`src/hw/pin_io_map.vh`:
```
// Register indices, field positions, reset values and timing for the pin I/O block
`ifndef PIN_IO_MAP_VH
`define PIN_IO_MAP_VH

// ----------------------------------------------------------------
// Register indices (byte address = index * 4)
// ----------------------------------------------------------------
`define IDX_TOP_IRQ_STATUS   8'h10
`define IDX_TOP_IRQ_ENABLE   8'h14
`define IDX_PIN_LEVEL_STATUS 8'h20
`define IDX_PIN_IRQ_FLAGS    8'h22
`define IDX_PIN_CONFIG_HI    4'h3
`define IDX_STAGED_CFG_HI    4'h4
`define IDX_SRC_SEL_HI       6'h14
`define IDX_MATCH_LEVEL      8'h54
`define IDX_OVERRIDE_ARM     8'h55
`define IDX_OVERRIDE_PENDING 8'h56
`define IDX_OVR_IRQ_FLAGS    8'h57
`define IDX_OVR_IRQ_ENABLE   8'h58
`define IDX_COMBINED_OUT     8'h59
`define IDX_STAGED_COMB_OUT  8'h5B
`define IDX_BULK_UPDATE      8'h5D
`define IDX_OUT_MASK_HI      5'h0C
`define IDX_OVERRIDE_VALUE   8'h68
`define IDX_OC_CTRL          8'h80
`define IDX_OC_LEVEL         8'h81
`define IDX_OC_CHANGE        8'h82
`define IDX_OC_INPUT_EN      8'h83
`define IDX_OC_THRESH_A      8'h84
`define IDX_OC_THRESH_B      8'h86
`define IDX_OC_FILTER_TIME   8'h88

// ----------------------------------------------------------------
// Fields
// ----------------------------------------------------------------
`define CFG_DIR_BIT     0
`define CFG_OUT_BIT     1
`define CFG_EVT_BIT     2
`define TOP_PIN_BIT     0
`define TOP_OVR_BIT     1
`define TOP_OC_BIT      2
`define OC_CTRL_BIT     0
`define OC_ACTIVE_BIT   1
`define SRC_OC_A        5'h10
`define SRC_OC_B        5'h11
`define FIRST_ALT_PIN   9

// ----------------------------------------------------------------
// Reset values
// ----------------------------------------------------------------
`define RST_CFG         3'h0
`define RST_PINS        16'h0000
`define RST_NIBBLE      4'h0
`define RST_BYTE        8'h00
`define RST_SRC         5'h00

// ----------------------------------------------------------------
// Timing: filter tick of 1 us at 8 ns clock
// ----------------------------------------------------------------
`define TICK_NS         1000
`define CLK_NS          8
`define TICK_CYC        (`TICK_NS / `CLK_NS)

`endif

```
`src/hw/pin_io_override.v`:
```
// Sixteen-pin I/O unit with bulk update, hardware overrides and over-current inputs
`timescale 1ns/10ps
`include "pin_io_map.vh"

module pin_io_override (
    // Clock and reset
    input  wire        SYS_CLK,
    input  wire        RST,
    // APB slave
    input  wire        PSEL,
    input  wire        PENABLE,
    input  wire        PWRITE,
    input  wire [11:0] PADDR,
    input  wire [31:0] PWDATA,
    output wire        PREADY,
    output wire        PSLVERR,
    output wire [31:0] PRDATA,
    // Pins
    input  wire [15:0] PIN_IN,
    output wire [15:0] PIN_OUT,
    output wire [15:0] PIN_OE_N,
    // Standalone alternate functions for pins 9..15
    input  wire        ALT_FUNC_EN,
    input  wire [6:0]  ALT_OUT,
    input  wire [6:0]  ALT_OE_N,
    // Over-current comparators and their thresholds
    input  wire        OC_IN_A,
    input  wire        OC_IN_B,
    output wire [7:0]  OC_THRESH_A,
    output wire [7:0]  OC_THRESH_B,
    // Open-drain interrupt
    output wire        IRQ_OUT_LOW,
    output wire        IRQ_OE_N
);

    // ----------------------------------------------------------------
    // State
    // ----------------------------------------------------------------
    reg  [2:0]  cfg_q        [0:15];
    reg  [2:0]  staged_cfg_q [0:15];
    reg  [4:0]  src_sel_q    [0:3];
    reg  [15:0] out_mask_q   [0:3];
    reg  [7:0]  oc_cnt_q     [0:1];
    reg  [15:0] combined_q;
    reg  [15:0] staged_comb_q;
    reg  [15:0] ovr_value_q;
    reg  [15:0] pin_s1_q;
    reg  [15:0] pin_s2_q;
    reg  [15:0] pin_prev_q;
    reg  [15:0] pin_flags_q;
    reg  [15:0] pin_out_q;
    reg  [15:0] pin_oe_n_q;
    reg  [3:0]  match_q;
    reg  [3:0]  arm_q;
    reg  [3:0]  pending_q;
    reg  [3:0]  ovr_flags_q;
    reg  [3:0]  ovr_en_q;
    reg  [2:0]  top_en_q;
    reg         bulk_req_q;
    reg         oc_ctrl_q;
    reg         oc_active_q;
    reg  [1:0]  oc_in_en_q;
    reg  [1:0]  oc_s1_q;
    reg  [1:0]  oc_s2_q;
    reg  [1:0]  oc_level_q;
    reg  [1:0]  oc_lvl_prev_q;
    reg  [1:0]  oc_change_q;
    reg  [7:0]  thresh_a_q;
    reg  [7:0]  thresh_b_q;
    reg  [7:0]  filter_time_q;
    reg  [6:0]  tick_cnt_q;
    reg         irq_q;
    reg  [31:0] rdata_q;
    reg  [31:0] rd_d;
    reg         rd_hit;
    reg  [15:0] forced;
    reg  [3:0]  src_val;
    reg  [15:0] cfg_out_view;
    reg  [15:0] evt_view;
    integer     i;
    integer     j;
    integer     k;

    wire [7:0]  idx      = PADDR[9:2];
    wire        setup    = PSEL & ~PENABLE;
    wire        wr       = PSEL & PENABLE & PWRITE;
    wire        tick     = (tick_cnt_q == (`TICK_CYC - 1));
    wire [3:0]  hit      = arm_q & ~(src_val ^ match_q);
    wire [3:0]  fire     = hit & ~pending_q;
    wire        bulk_ok  = bulk_req_q & ~(|pending_q);
    wire [15:0] pin_edge = pin_s2_q ^ pin_prev_q;
    wire [2:0]  top_status;

    assign top_status[`TOP_PIN_BIT] = |pin_flags_q;
    assign top_status[`TOP_OVR_BIT] = |(ovr_flags_q & ovr_en_q);
    assign top_status[`TOP_OC_BIT]  = |oc_change_q;

    // ----------------------------------------------------------------
    // Override sources and forced pins
    // ----------------------------------------------------------------
    always @* begin
        forced = `RST_PINS;
        for (k = 0; k < 4; k = k + 1) begin
            if (src_sel_q[k] == `SRC_OC_A)
                src_val[k] = oc_level_q[0];
            else if (src_sel_q[k] == `SRC_OC_B)
                src_val[k] = oc_level_q[1];
            else
                src_val[k] = pin_s2_q[src_sel_q[k][3:0]];
            if (pending_q[k])
                forced = forced | out_mask_q[k];
        end
        for (k = 0; k < 16; k = k + 1) begin
            cfg_out_view[k] = staged_cfg_q[k][`CFG_OUT_BIT];
            evt_view[k]     = cfg_q[k][`CFG_EVT_BIT];
        end
    end

    // ----------------------------------------------------------------
    // Synchronisers; a filtered change must outlast filter_time ticks
    // ----------------------------------------------------------------
    always @(posedge SYS_CLK) begin
        if (RST) begin
            pin_s1_q      <= `RST_PINS;
            pin_s2_q      <= `RST_PINS;
            pin_prev_q    <= `RST_PINS;
            oc_s1_q       <= 2'b00;
            oc_s2_q       <= 2'b00;
            tick_cnt_q    <= 7'h00;
            oc_level_q    <= 2'b00;
            oc_lvl_prev_q <= 2'b00;
            oc_active_q   <= 1'b0;
            oc_cnt_q[0]   <= `RST_BYTE;
            oc_cnt_q[1]   <= `RST_BYTE;
        end else begin
            pin_s1_q      <= PIN_IN;
            pin_s2_q      <= pin_s1_q;
            pin_prev_q    <= pin_s2_q;
            oc_s1_q       <= {OC_IN_B, OC_IN_A};
            oc_s2_q       <= oc_s1_q;
            oc_lvl_prev_q <= oc_level_q;
            tick_cnt_q    <= tick ? 7'h00 : tick_cnt_q + 7'h01;
            oc_active_q   <= oc_ctrl_q;
            for (j = 0; j < 2; j = j + 1) begin
                if (!oc_ctrl_q || !oc_in_en_q[j] || oc_s2_q[j] == oc_level_q[j]) begin
                    oc_cnt_q[j] <= `RST_BYTE;
                end else if (tick) begin
                    if (oc_cnt_q[j] >= filter_time_q) begin
                        oc_level_q[j] <= oc_s2_q[j];
                        oc_cnt_q[j]   <= `RST_BYTE;
                    end else begin
                        oc_cnt_q[j] <= oc_cnt_q[j] + 8'h01;
                    end
                end
            end
        end
    end

    // ----------------------------------------------------------------
    // Registers, overrides and bulk update
    // ----------------------------------------------------------------
    always @(posedge SYS_CLK) begin
        if (RST) begin
            combined_q    <= `RST_PINS;
            staged_comb_q <= `RST_PINS;
            ovr_value_q   <= `RST_PINS;
            pin_flags_q   <= `RST_PINS;
            match_q       <= `RST_NIBBLE;
            arm_q         <= `RST_NIBBLE;
            pending_q     <= `RST_NIBBLE;
            ovr_flags_q   <= `RST_NIBBLE;
            ovr_en_q      <= `RST_NIBBLE;
            top_en_q      <= 3'h0;
            bulk_req_q    <= 1'b0;
            oc_ctrl_q     <= 1'b0;
            oc_in_en_q    <= 2'b00;
            oc_change_q   <= 2'b00;
            thresh_a_q    <= `RST_BYTE;
            thresh_b_q    <= `RST_BYTE;
            filter_time_q <= `RST_BYTE;
            for (i = 0; i < 16; i = i + 1) begin
                cfg_q[i]        <= `RST_CFG;
                staged_cfg_q[i] <= `RST_CFG;
            end
            for (i = 0; i < 4; i = i + 1) begin
                src_sel_q[i]  <= `RST_SRC;
                out_mask_q[i] <= `RST_PINS;
            end
        end else begin
            // Overrides latch until software disarms them
            pending_q <= (pending_q | hit) & arm_q;
            // Event flags: a new event wins over a same-cycle clear
            pin_flags_q <= (pin_flags_q & ~((wr && idx == `IDX_PIN_IRQ_FLAGS) ? PWDATA[15:0] : `RST_PINS))
                           | (pin_edge & evt_view);
            ovr_flags_q <= (ovr_flags_q & ~((wr && idx == `IDX_OVR_IRQ_FLAGS) ? PWDATA[3:0] : `RST_NIBBLE))
                           | fire;
            oc_change_q <= (oc_change_q & ~((wr && idx == `IDX_OC_CHANGE) ? PWDATA[1:0] : 2'b00))
                           | (oc_level_q ^ oc_lvl_prev_q);

            if (bulk_ok) begin
                for (i = 0; i < 16; i = i + 1)
                    cfg_q[i] <= staged_cfg_q[i];
                combined_q <= cfg_out_view;
            end else if (wr && idx == `IDX_COMBINED_OUT) begin
                combined_q <= (PWDATA[15:0] & ~forced) | (combined_q & forced);
            end else if (wr && idx[7:4] == `IDX_PIN_CONFIG_HI) begin
                cfg_q[idx[3:0]] <= PWDATA[2:0];
                if (!forced[idx[3:0]])
                    combined_q[idx[3:0]] <= PWDATA[`CFG_OUT_BIT];
            end

            // Request set by software wins over acceptance in the same cycle
            if (wr && idx == `IDX_BULK_UPDATE && PWDATA[0])
                bulk_req_q <= 1'b1;
            else if (bulk_ok)
                bulk_req_q <= 1'b0;

            if (wr) begin
                if (idx[7:4] == `IDX_STAGED_CFG_HI)
                    staged_cfg_q[idx[3:0]] <= PWDATA[2:0];
                if (idx[7:2] == `IDX_SRC_SEL_HI)
                    src_sel_q[idx[1:0]] <= PWDATA[4:0];
                if (idx[7:3] == `IDX_OUT_MASK_HI && !idx[0])
                    out_mask_q[idx[2:1]] <= PWDATA[15:0];
                case (idx)
                    `IDX_TOP_IRQ_ENABLE:   top_en_q      <= PWDATA[2:0];
                    `IDX_MATCH_LEVEL:      match_q       <= PWDATA[3:0];
                    `IDX_OVERRIDE_ARM:     arm_q         <= PWDATA[3:0];
                    `IDX_OVR_IRQ_ENABLE:   ovr_en_q      <= PWDATA[3:0];
                    `IDX_STAGED_COMB_OUT:  staged_comb_q <= PWDATA[15:0];
                    `IDX_OVERRIDE_VALUE:   ovr_value_q   <= PWDATA[15:0];
                    `IDX_OC_CTRL:          oc_ctrl_q     <= PWDATA[`OC_CTRL_BIT];
                    `IDX_OC_INPUT_EN:      oc_in_en_q    <= PWDATA[1:0];
                    `IDX_OC_THRESH_A:      thresh_a_q    <= PWDATA[7:0];
                    `IDX_OC_THRESH_B:      thresh_b_q    <= PWDATA[7:0];
                    `IDX_OC_FILTER_TIME:   filter_time_q <= PWDATA[7:0];
                    default: ;
                endcase
            end
        end
    end

    // ----------------------------------------------------------------
    // Pin drivers
    // ----------------------------------------------------------------
    genvar g;
    generate
        for (g = 0; g < 16; g = g + 1) begin : pin_drv
            always @(posedge SYS_CLK) begin
                if (RST) begin
                    pin_out_q[g]  <= 1'b0;
                    pin_oe_n_q[g] <= 1'b1;
                end else if (ALT_FUNC_EN && g >= `FIRST_ALT_PIN) begin
                    pin_out_q[g]  <= ALT_OUT[(g >= `FIRST_ALT_PIN) ? g - `FIRST_ALT_PIN : 0];
                    pin_oe_n_q[g] <= ALT_OE_N[(g >= `FIRST_ALT_PIN) ? g - `FIRST_ALT_PIN : 0];
                end else if (forced[g]) begin
                    pin_out_q[g]  <= ovr_value_q[g];
                    pin_oe_n_q[g] <= 1'b0;
                end else begin
                    pin_out_q[g]  <= combined_q[g];
                    pin_oe_n_q[g] <= ~cfg_q[g][`CFG_DIR_BIT];
                end
            end
        end
    endgenerate

    // ----------------------------------------------------------------
    // Interrupt pin: open drain, pulled low while asserted
    // ----------------------------------------------------------------
    always @(posedge SYS_CLK) begin
        if (RST)
            irq_q <= 1'b0;
        else
            irq_q <= |(top_status & top_en_q);
    end

    // ----------------------------------------------------------------
    // APB read path, captured in the setup cycle
    // ----------------------------------------------------------------
    always @* begin
        rd_d   = 32'h0000_0000;
        rd_hit = 1'b1;
        if (idx[7:4] == `IDX_PIN_CONFIG_HI) begin
            rd_d[2:0]          = cfg_q[idx[3:0]];
            rd_d[`CFG_OUT_BIT] = combined_q[idx[3:0]];
        end else if (idx[7:4] == `IDX_STAGED_CFG_HI) begin
            rd_d[2:0] = staged_cfg_q[idx[3:0]];
        end else if (idx[7:2] == `IDX_SRC_SEL_HI) begin
            rd_d[4:0] = src_sel_q[idx[1:0]];
        end else if (idx[7:3] == `IDX_OUT_MASK_HI && !idx[0]) begin
            rd_d[15:0] = out_mask_q[idx[2:1]];
        end else begin
            case (idx)
                `IDX_TOP_IRQ_STATUS:   rd_d[2:0]  = top_status;
                `IDX_TOP_IRQ_ENABLE:   rd_d[2:0]  = top_en_q;
                `IDX_PIN_LEVEL_STATUS: rd_d[15:0] = pin_s2_q;
                `IDX_PIN_IRQ_FLAGS:    rd_d[15:0] = pin_flags_q;
                `IDX_MATCH_LEVEL:      rd_d[3:0]  = match_q;
                `IDX_OVERRIDE_ARM:     rd_d[3:0]  = arm_q;
                `IDX_OVERRIDE_PENDING: rd_d[3:0]  = pending_q;
                `IDX_OVR_IRQ_FLAGS:    rd_d[3:0]  = ovr_flags_q;
                `IDX_OVR_IRQ_ENABLE:   rd_d[3:0]  = ovr_en_q;
                `IDX_COMBINED_OUT:     rd_d[15:0] = combined_q;
                `IDX_STAGED_COMB_OUT:  rd_d[15:0] = staged_comb_q;
                `IDX_BULK_UPDATE:      rd_d[0]    = bulk_req_q;
                `IDX_OVERRIDE_VALUE:   rd_d[15:0] = ovr_value_q;
                `IDX_OC_CTRL:          rd_d[1:0]  = {oc_active_q, oc_ctrl_q};
                `IDX_OC_LEVEL:         rd_d[1:0]  = oc_level_q;
                `IDX_OC_CHANGE:        rd_d[1:0]  = oc_change_q;
                `IDX_OC_INPUT_EN:      rd_d[1:0]  = oc_in_en_q;
                `IDX_OC_THRESH_A:      rd_d[7:0]  = thresh_a_q;
                `IDX_OC_THRESH_B:      rd_d[7:0]  = thresh_b_q;
                `IDX_OC_FILTER_TIME:   rd_d[7:0]  = filter_time_q;
                default:               rd_hit     = 1'b0;
            endcase
        end
    end

    reg hit_q;
    always @(posedge SYS_CLK) begin
        if (RST) begin
            rdata_q <= 32'h0000_0000;
            hit_q   <= 1'b0;
        end else if (setup) begin
            rdata_q <= PWRITE ? 32'h0000_0000 : rd_d;
            hit_q   <= rd_hit;
        end
    end

    assign PREADY      = 1'b1;
    assign PSLVERR     = PSEL & PENABLE & ~hit_q;
    assign PRDATA      = rdata_q;
    assign PIN_OUT     = pin_out_q;
    assign PIN_OE_N    = pin_oe_n_q;
    assign OC_THRESH_A = thresh_a_q;
    assign OC_THRESH_B = thresh_b_q;
    assign IRQ_OUT_LOW = 1'b0;
    assign IRQ_OE_N    = ~irq_q;

endmodule

```
`config.mk`:
```
export PLATFORM = sky130hd
export DESIGN_NAME = pin_io_override
export DESIGN_NICKNAME = d
export VERILOG_FILES = /design/src/hw/pin_io_override.v
export VERILOG_INCLUDE_DIRS = /design/src /design/src/hw
export SDC_FILE = /design/constraint.sdc
export NUM_CORES = 1
export LEC_CHECK = 0
export BUFFER_PORTS_ARGS = -buffer_cell sky130_fd_sc_hd__buf_2
export CAP_MARGIN = 20
export CORE_ASPECT_RATIO = 0.9
export CORE_MARGIN = 10
export CORE_UTILIZATION = 30
export DETAILED_ROUTE_END_ITERATION = 6
export PLACE_DENSITY = 0.52
export SLEW_MARGIN = 30
export SYNTH_ARGS = -nofsm -noshare
export SYNTH_HDL_FRONTEND = slang
export SYNTH_SLANG_ARGS = --single-unit
```
`constraint.sdc`:
```
create_clock -name SYS_CLK -period 8.9 [get_ports SYS_CLK]
set_clock_uncertainty 0.05 [all_clocks]
set_input_delay 0.445 -clock SYS_CLK [delete_from_list [all_inputs] [get_ports SYS_CLK]]
set_output_delay 0.445 -clock SYS_CLK [all_outputs]
set_load 0.005 [all_outputs]
```
# Yosys cells after proc, flatten, opt, wreduce, memory -nomap -nowiden
# Memories as Yosys holds them, arrays and structs flattened.
# Index checks and enable logic that the tools add are counted.
[totals]
in_bits = 82
ff_bits = 247
wordCells = 418
out_inout_bits = 84
n_memories = 5
ram_bits = 196
[memory_table]
columns = ["memory", "depth", "width", "read_ports", "rd_ports_with_merged_regs", "wr", "line_no", "text"]
rows = [
  ["out_mask_q", 4, 16, 5, 0, 4, "pin_io_override.v:42", "reg [15:0] out_mask_q [0:3];"],
  ["cfg_q", 16, 3, 17, 0, 16, "pin_io_override.v:39", "reg [2:0] cfg_q [0:15];"],
  ["staged_cfg_q", 16, 3, 17, 0, 16, "pin_io_override.v:40", "reg [2:0] staged_cfg_q [0:15];"],
  ["src_sel_q", 4, 5, 5, 0, 4, "pin_io_override.v:41", "reg [4:0] src_sel_q [0:3];"],
  ["oc_cnt_q", 2, 8, 2, 0, 2, "pin_io_override.v:43", "reg [7:0] oc_cnt_q [0:1];"],
]
[op_classes]
mux = 183
bitwise = 77
reduce_logical = 44
magnitude_cmp = 8
eq_ne = 36
n_addsub = 3
[ops]
columns = ["cell", "n"]
rows = [
  ["two-way mux 16 bit", 12],
  ["two-way mux 1 bit", 120],
  ["OR 16 bit", 5],
  ["== test 8 x 7 -> 1 bit, second input constant", 9],
  ["bitwise AND 16 bit", 4],
  ["two-way mux 3 bit", 20],
  ["== test 8 bit, second input constant", 7],
  ["two-way mux 8 bit", 6],
  ["== test 5 bit, second input constant", 8],
  ["case mux 8 bit (5 select lines)", 1],
  ["NOT 16 bit", 2],
  ["case mux 4 bit (8 select lines)", 1],
  ["OR reduction 16 bit", 2],
  ["two-way mux 13 bit", 2],
  ["less-than comparator 4 x 5 -> 1 bit, second input constant", 5],
  ["binary-select mux 1 bit (select 4 bit)", 6],
  ["AND reduction 2 bit", 12],
  ["NOT 1 bit", 22],
  ["OR 1 bit", 22],
  ["bitwise AND 4 bit", 5],
  ["case mux 1 bit (20 select lines)", 1],
  ["OR reduction 20 bit", 1],
  ["case mux 1 bit (19 select lines)", 1],
  ["adder 8 x 1 -> 8 bit, second input constant", 2],
  ["40 further kinds", 75],
]

# Depth between registers and ports, before layout
# An unclocked memory read counts as a cell.
[depth]
ltp_word = 14
ltp_mapped = 10
ltp_nobuf = 9

# Worst setup path after synthesis
# No wires, ideal clock.
[synth_path]
path_type = "input port to flip-flop"
from = "input port PADDR[9]"
to = "memory out_mask_q[1][0] (enable)"
stages = 5
t_required_ns = 8.436
arrival_time_ns = 2.858
setup_time_ns = 0.414
setup_slack_ns = 5.578
cell_sequence = "buf_2 > nand2b_1 > or4_1 > clkbuf_1 > o31ai_1"
[synth_lines]
columns = ["item", "line_no", "text"]
rows = [
  ["from (decl)", "pin_io_override.v:13", "input wire [11:0] PADDR,"],
  ["to (decl)", "pin_io_override.v:42", ""],
]

# Final worst setup path
[layout_path]
from = "input port PADDR[2]"
to = "register rdata_q[1] (netlist: PRDATA[1])"
[layout_via]
elab_chain_len = 7
elab_cells_between_ends = 31
classes_between = "19 x eq/ne; 8 x mux; 2 x reduce/logical; 2 x memory"
[layout_lines]
columns = ["item", "line_no", "text"]
rows = [
  ["== test 8 bit (tied with other cells)", "pin_io_override.v:293", "case (idx)"],
  ["case mux 1 bit (19 select lines) / logical AND 1 bit (equally long branches)", "pin_io_override.v:293, pin_io_override.v:290", ""],
  ["two-way mux 16 bit", "pin_io_override.v:290", "end else if (idx[7:3] == `IDX_OUT_MASK_HI && !idx[0]) begin"],
  ["two-way mux 5 bit", "pin_io_override.v:288", "end else if (idx[7:2] == `IDX_SRC_SEL_HI) begin"],
  ["two-way mux 3 bit", "pin_io_override.v:286", "end else if (idx[7:4] == `IDX_STAGED_CFG_HI) begin"],
  ["two-way mux 3 bit (*)", "pin_io_override.v:283", "if (idx[7:4] == `IDX_PIN_CONFIG_HI) begin"],
  ["two-way mux 16 bit (*)", "pin_io_override.v:325", "rdata_q <= PWRITE ? 32'h0000_0000 : rd_d;"],
  ["to (signal assigned)", "pin_io_override.v:325", ""],
  ["to (decl)", "pin_io_override.v:73", "reg [31:0] rdata_q;"],
]
# Every way passes the cells marked *; elsewhere a longest branch is shown, timed or not. The select of a mux whose other input is x is not followed.
# A chain may end at the register's enable or synchronous reset.

==> reports/summary.txt <==
status - finished clean
Post-synth top cells - nand2_1 (254), dfxtp_1 (231), nor2_1 (191)
fin crit period - 3.65 ns
CTS Sinks - 411
Die X - 295 um
Starting DRT DRC Count - 2240
DP Worst Slack - 4.67 ns
final worst setup slack - 5.25 ns
Initial Util - 30.3%
worst path cell trace - buf_2, buf_4, or4b_2, nor3_4, buf_4, a222oi_1, nand2_1, nor4_1, nor4_1, a211o_1
Syn-to-layout area delta - 14.8%
Slew Viols, Final - 0
Critical Path Stages - 10
port bufs - 127
n_diodes - 0
reg2reg path depth - 8
slowest CP cell - or4b_2
cells after synthesis - 2021
share of the synthesized area in the top cell type - 26.5%
Worst Tran Pin Value - 1.07 ns
max_slew headroom - 28.5%
site row count - 90
GR Overflow Total - 0
leading register cell type out of synthesis - dfxtp_1
max incr delay on CP - 0.91 ns
sum of buffers and inverters on the critical path - 3
Required @ worst endpoint - 9.38 ns
I/O pins - 166
Via density - 5.70
most frequent cell after synthesis - nand2_1
Clock transition at path regs - 0.06 ns
Util after Layout - 34.8%
clock root cell - clkbuf_16
setup TNS - 0 ns
RSZ-0062 raised after global routing - no
first-pass GRT wire length - 116 mm
Post-synth EDFFs - 180
routed length per instance - 26.9 um
most area-hungry cell type in the Yosys netlist - edfxtp_1
Nets - 2186
maxcap violations - 0
Num CTS Buffers - 47
Clock Path Buffers - 3
startpoint types - primary input
Max H-tree Level - 2
layout cell share with drive strength beyond 1 - 17.9%
Final Hold Viols - 0
Hold/Removal Path Class - primary input to flop
Pre-antenna DRT Iters - 7
CTS tree - yes
final worst path period share - 41.0%
vias - 17100
Pleak - 8.55 nW
Cell variety after synth - 82
height of the die - 267 um
Yosys reg bits - 411
ranking of synthesized cells by area - edfxtp_1 (26%), dfxtp_1 (23%), mux4_2 (7.2%)
die area - 78900 sq um
vias in the first global route - 16600
Async SR Flop Fraction - 0%
crit path max fanout - 26
WHS Path Cells - 3
Cell Area, Synth - 20400 sq um
P per Cell Area - 188 nW/um^2
worst skew pair latency - 0.60 ns
post-DP HPWL - 57.3 mm
mean area per synthesized cell - 10.1 sq um
antenna violations before repair - 11
GP Congestion - 0.934
setup violators final - 0
Warnings, synthesis - 0
Worst EP arrival - 4.13 ns
Worst setup EP type - flop
FF-to-FF setup slack - 5.72 ns
Total Wirelength - 80.5 mm
worst vdd ir - 0.116 mV
Residual DRC - 0
ANT nets after route - 0
Total GRT Usage - 19.8%
Crit path max-delay family - simple AND/OR/NAND/NOR gates
critical path class - primary input to flop
fmax - 274 MHz
largest net degree at the start of global routing - 84
core area - 67200 sq um
Seq/Total Area, Yosys - 49.2%
per-layer routing:
| metal | global-route usage [%] | up-vias | part of all wire, % |
|---|---|---|---|
| met5 | 0 | - | 0.20 |
| met2 | 30.2 | 947 | 44 |
| met1 | 26.3 | 8455 | 41 |
| met4 | 7.99 | 20 | 3.9 |
| met3 | 5.36 | 170 | 11 |
| li1 | - | 7498 | - |
power breakdown:
group | total [mW] | internal [mW] | switching, mW
clock network | 2.05 | 1.22 | 0.833
registers | 2.07 | 2.02 | 0.0522
logic | 0.285 | 0.0984 | 0.186
total | 4.41 | 3.34 | 1.07
cell usage in the layout, fill, tap and decap left out, types with 10 or more instances in the layout:
cell,count
a21oi_1,124
a221oi_1,18
a222oi_1,11
a22oi_1,102
a31o_2,11
a31oi_1,13
and2_1,70
and3_1,59
buf_2,125
buf_4,46
clkbuf_16,51
clkbuf_8,11
clkinv_2,10
conb_1,18
dfxtp_1,229
edfxtp_1,180
ha_1,20
inv_1,16
mux2i_1,34
mux4_2,65
nand2_1,254
nand2b_1,12
nand3_1,92
nor2_1,187
nor2b_1,67
nor3_1,10
nor4_1,16
o21ai_0,51
o31ai_1,13
xnor2_1,12
xor2_1,29
through the flow:
step	power, mW	hold WS (ns)	instances	cell area (sq um)
after CTS	4.44	0.000250	2997	23400
after floorplan	2.26	0.364	2037	20500
after detailed placement	2.39	0.377	2905	21700
final	4.41	0.0175	2997	23400
after global placement	2.39	0.378	2905	21700
after global routing	4.54	0.0152	2997	23400
cells by family after synthesis:
family	count (synthesis)	synth area share [%]
adders and majority gates	20	1.23
buffers and inverters	195	4.56
muxes	102	9.01
and+or+nand+nor	828	20.2
xor gates and xnor gates	41	1.76
AOI/OAI and AO/OA	422	14.1
DFF	411	49.2
other	2	0.0368
final timing paths:
kind                                              start                      end
worst min-delay path                        ALT_OE_N[6]  PIN_OE_N[15]$_SDFF_PP1_
worst max-delay path                           PADDR[2]   PRDATA[1]$_SDFFE_PP0P_
worst max register to register  pending_q[1]$_SDFF_PP0_                     flop
worst min register to register   pin_s1_q[5]$_SDFF_PP0_   pin_s2_q[5]$_SDFF_PP0_
state kept, by name, indices dropped and copies added, names as in the netlist, 20 cells and up, named ones only:
signal and cells:
cfg_q 32, src_sel_q 20, out_mask_q 64, staged_cfg_q 48
repair_timing:
item	in CTS	in global routing
endpoints found under the hold margin	4	0
resized for setup	0	0
buffers inserted	0	0
hold buffers	4	0
cell type report:
type | count | area [sq um]
sequential | 411 | 10000
inverter | 17 | 63.8
multi-input combinational | 1431 | 9560
clock inverter | 23 | 214
tap | 874 | 1090
fill | 6767 | 43800
clock buffer | 65 | 1440
timing repair buffer | 176 | 1020
worst register-to-register path: cells and delay by family, from the launching register on:
kind | cells | cell delay (ns)
mux | 1 | 0.61
flops | 1 | 0.35
simple gates | 1 | 0.38
buf+inv | 1 | 0.25
compound gates | 5 | 1.40
Power figures use the tool's default switching activity.
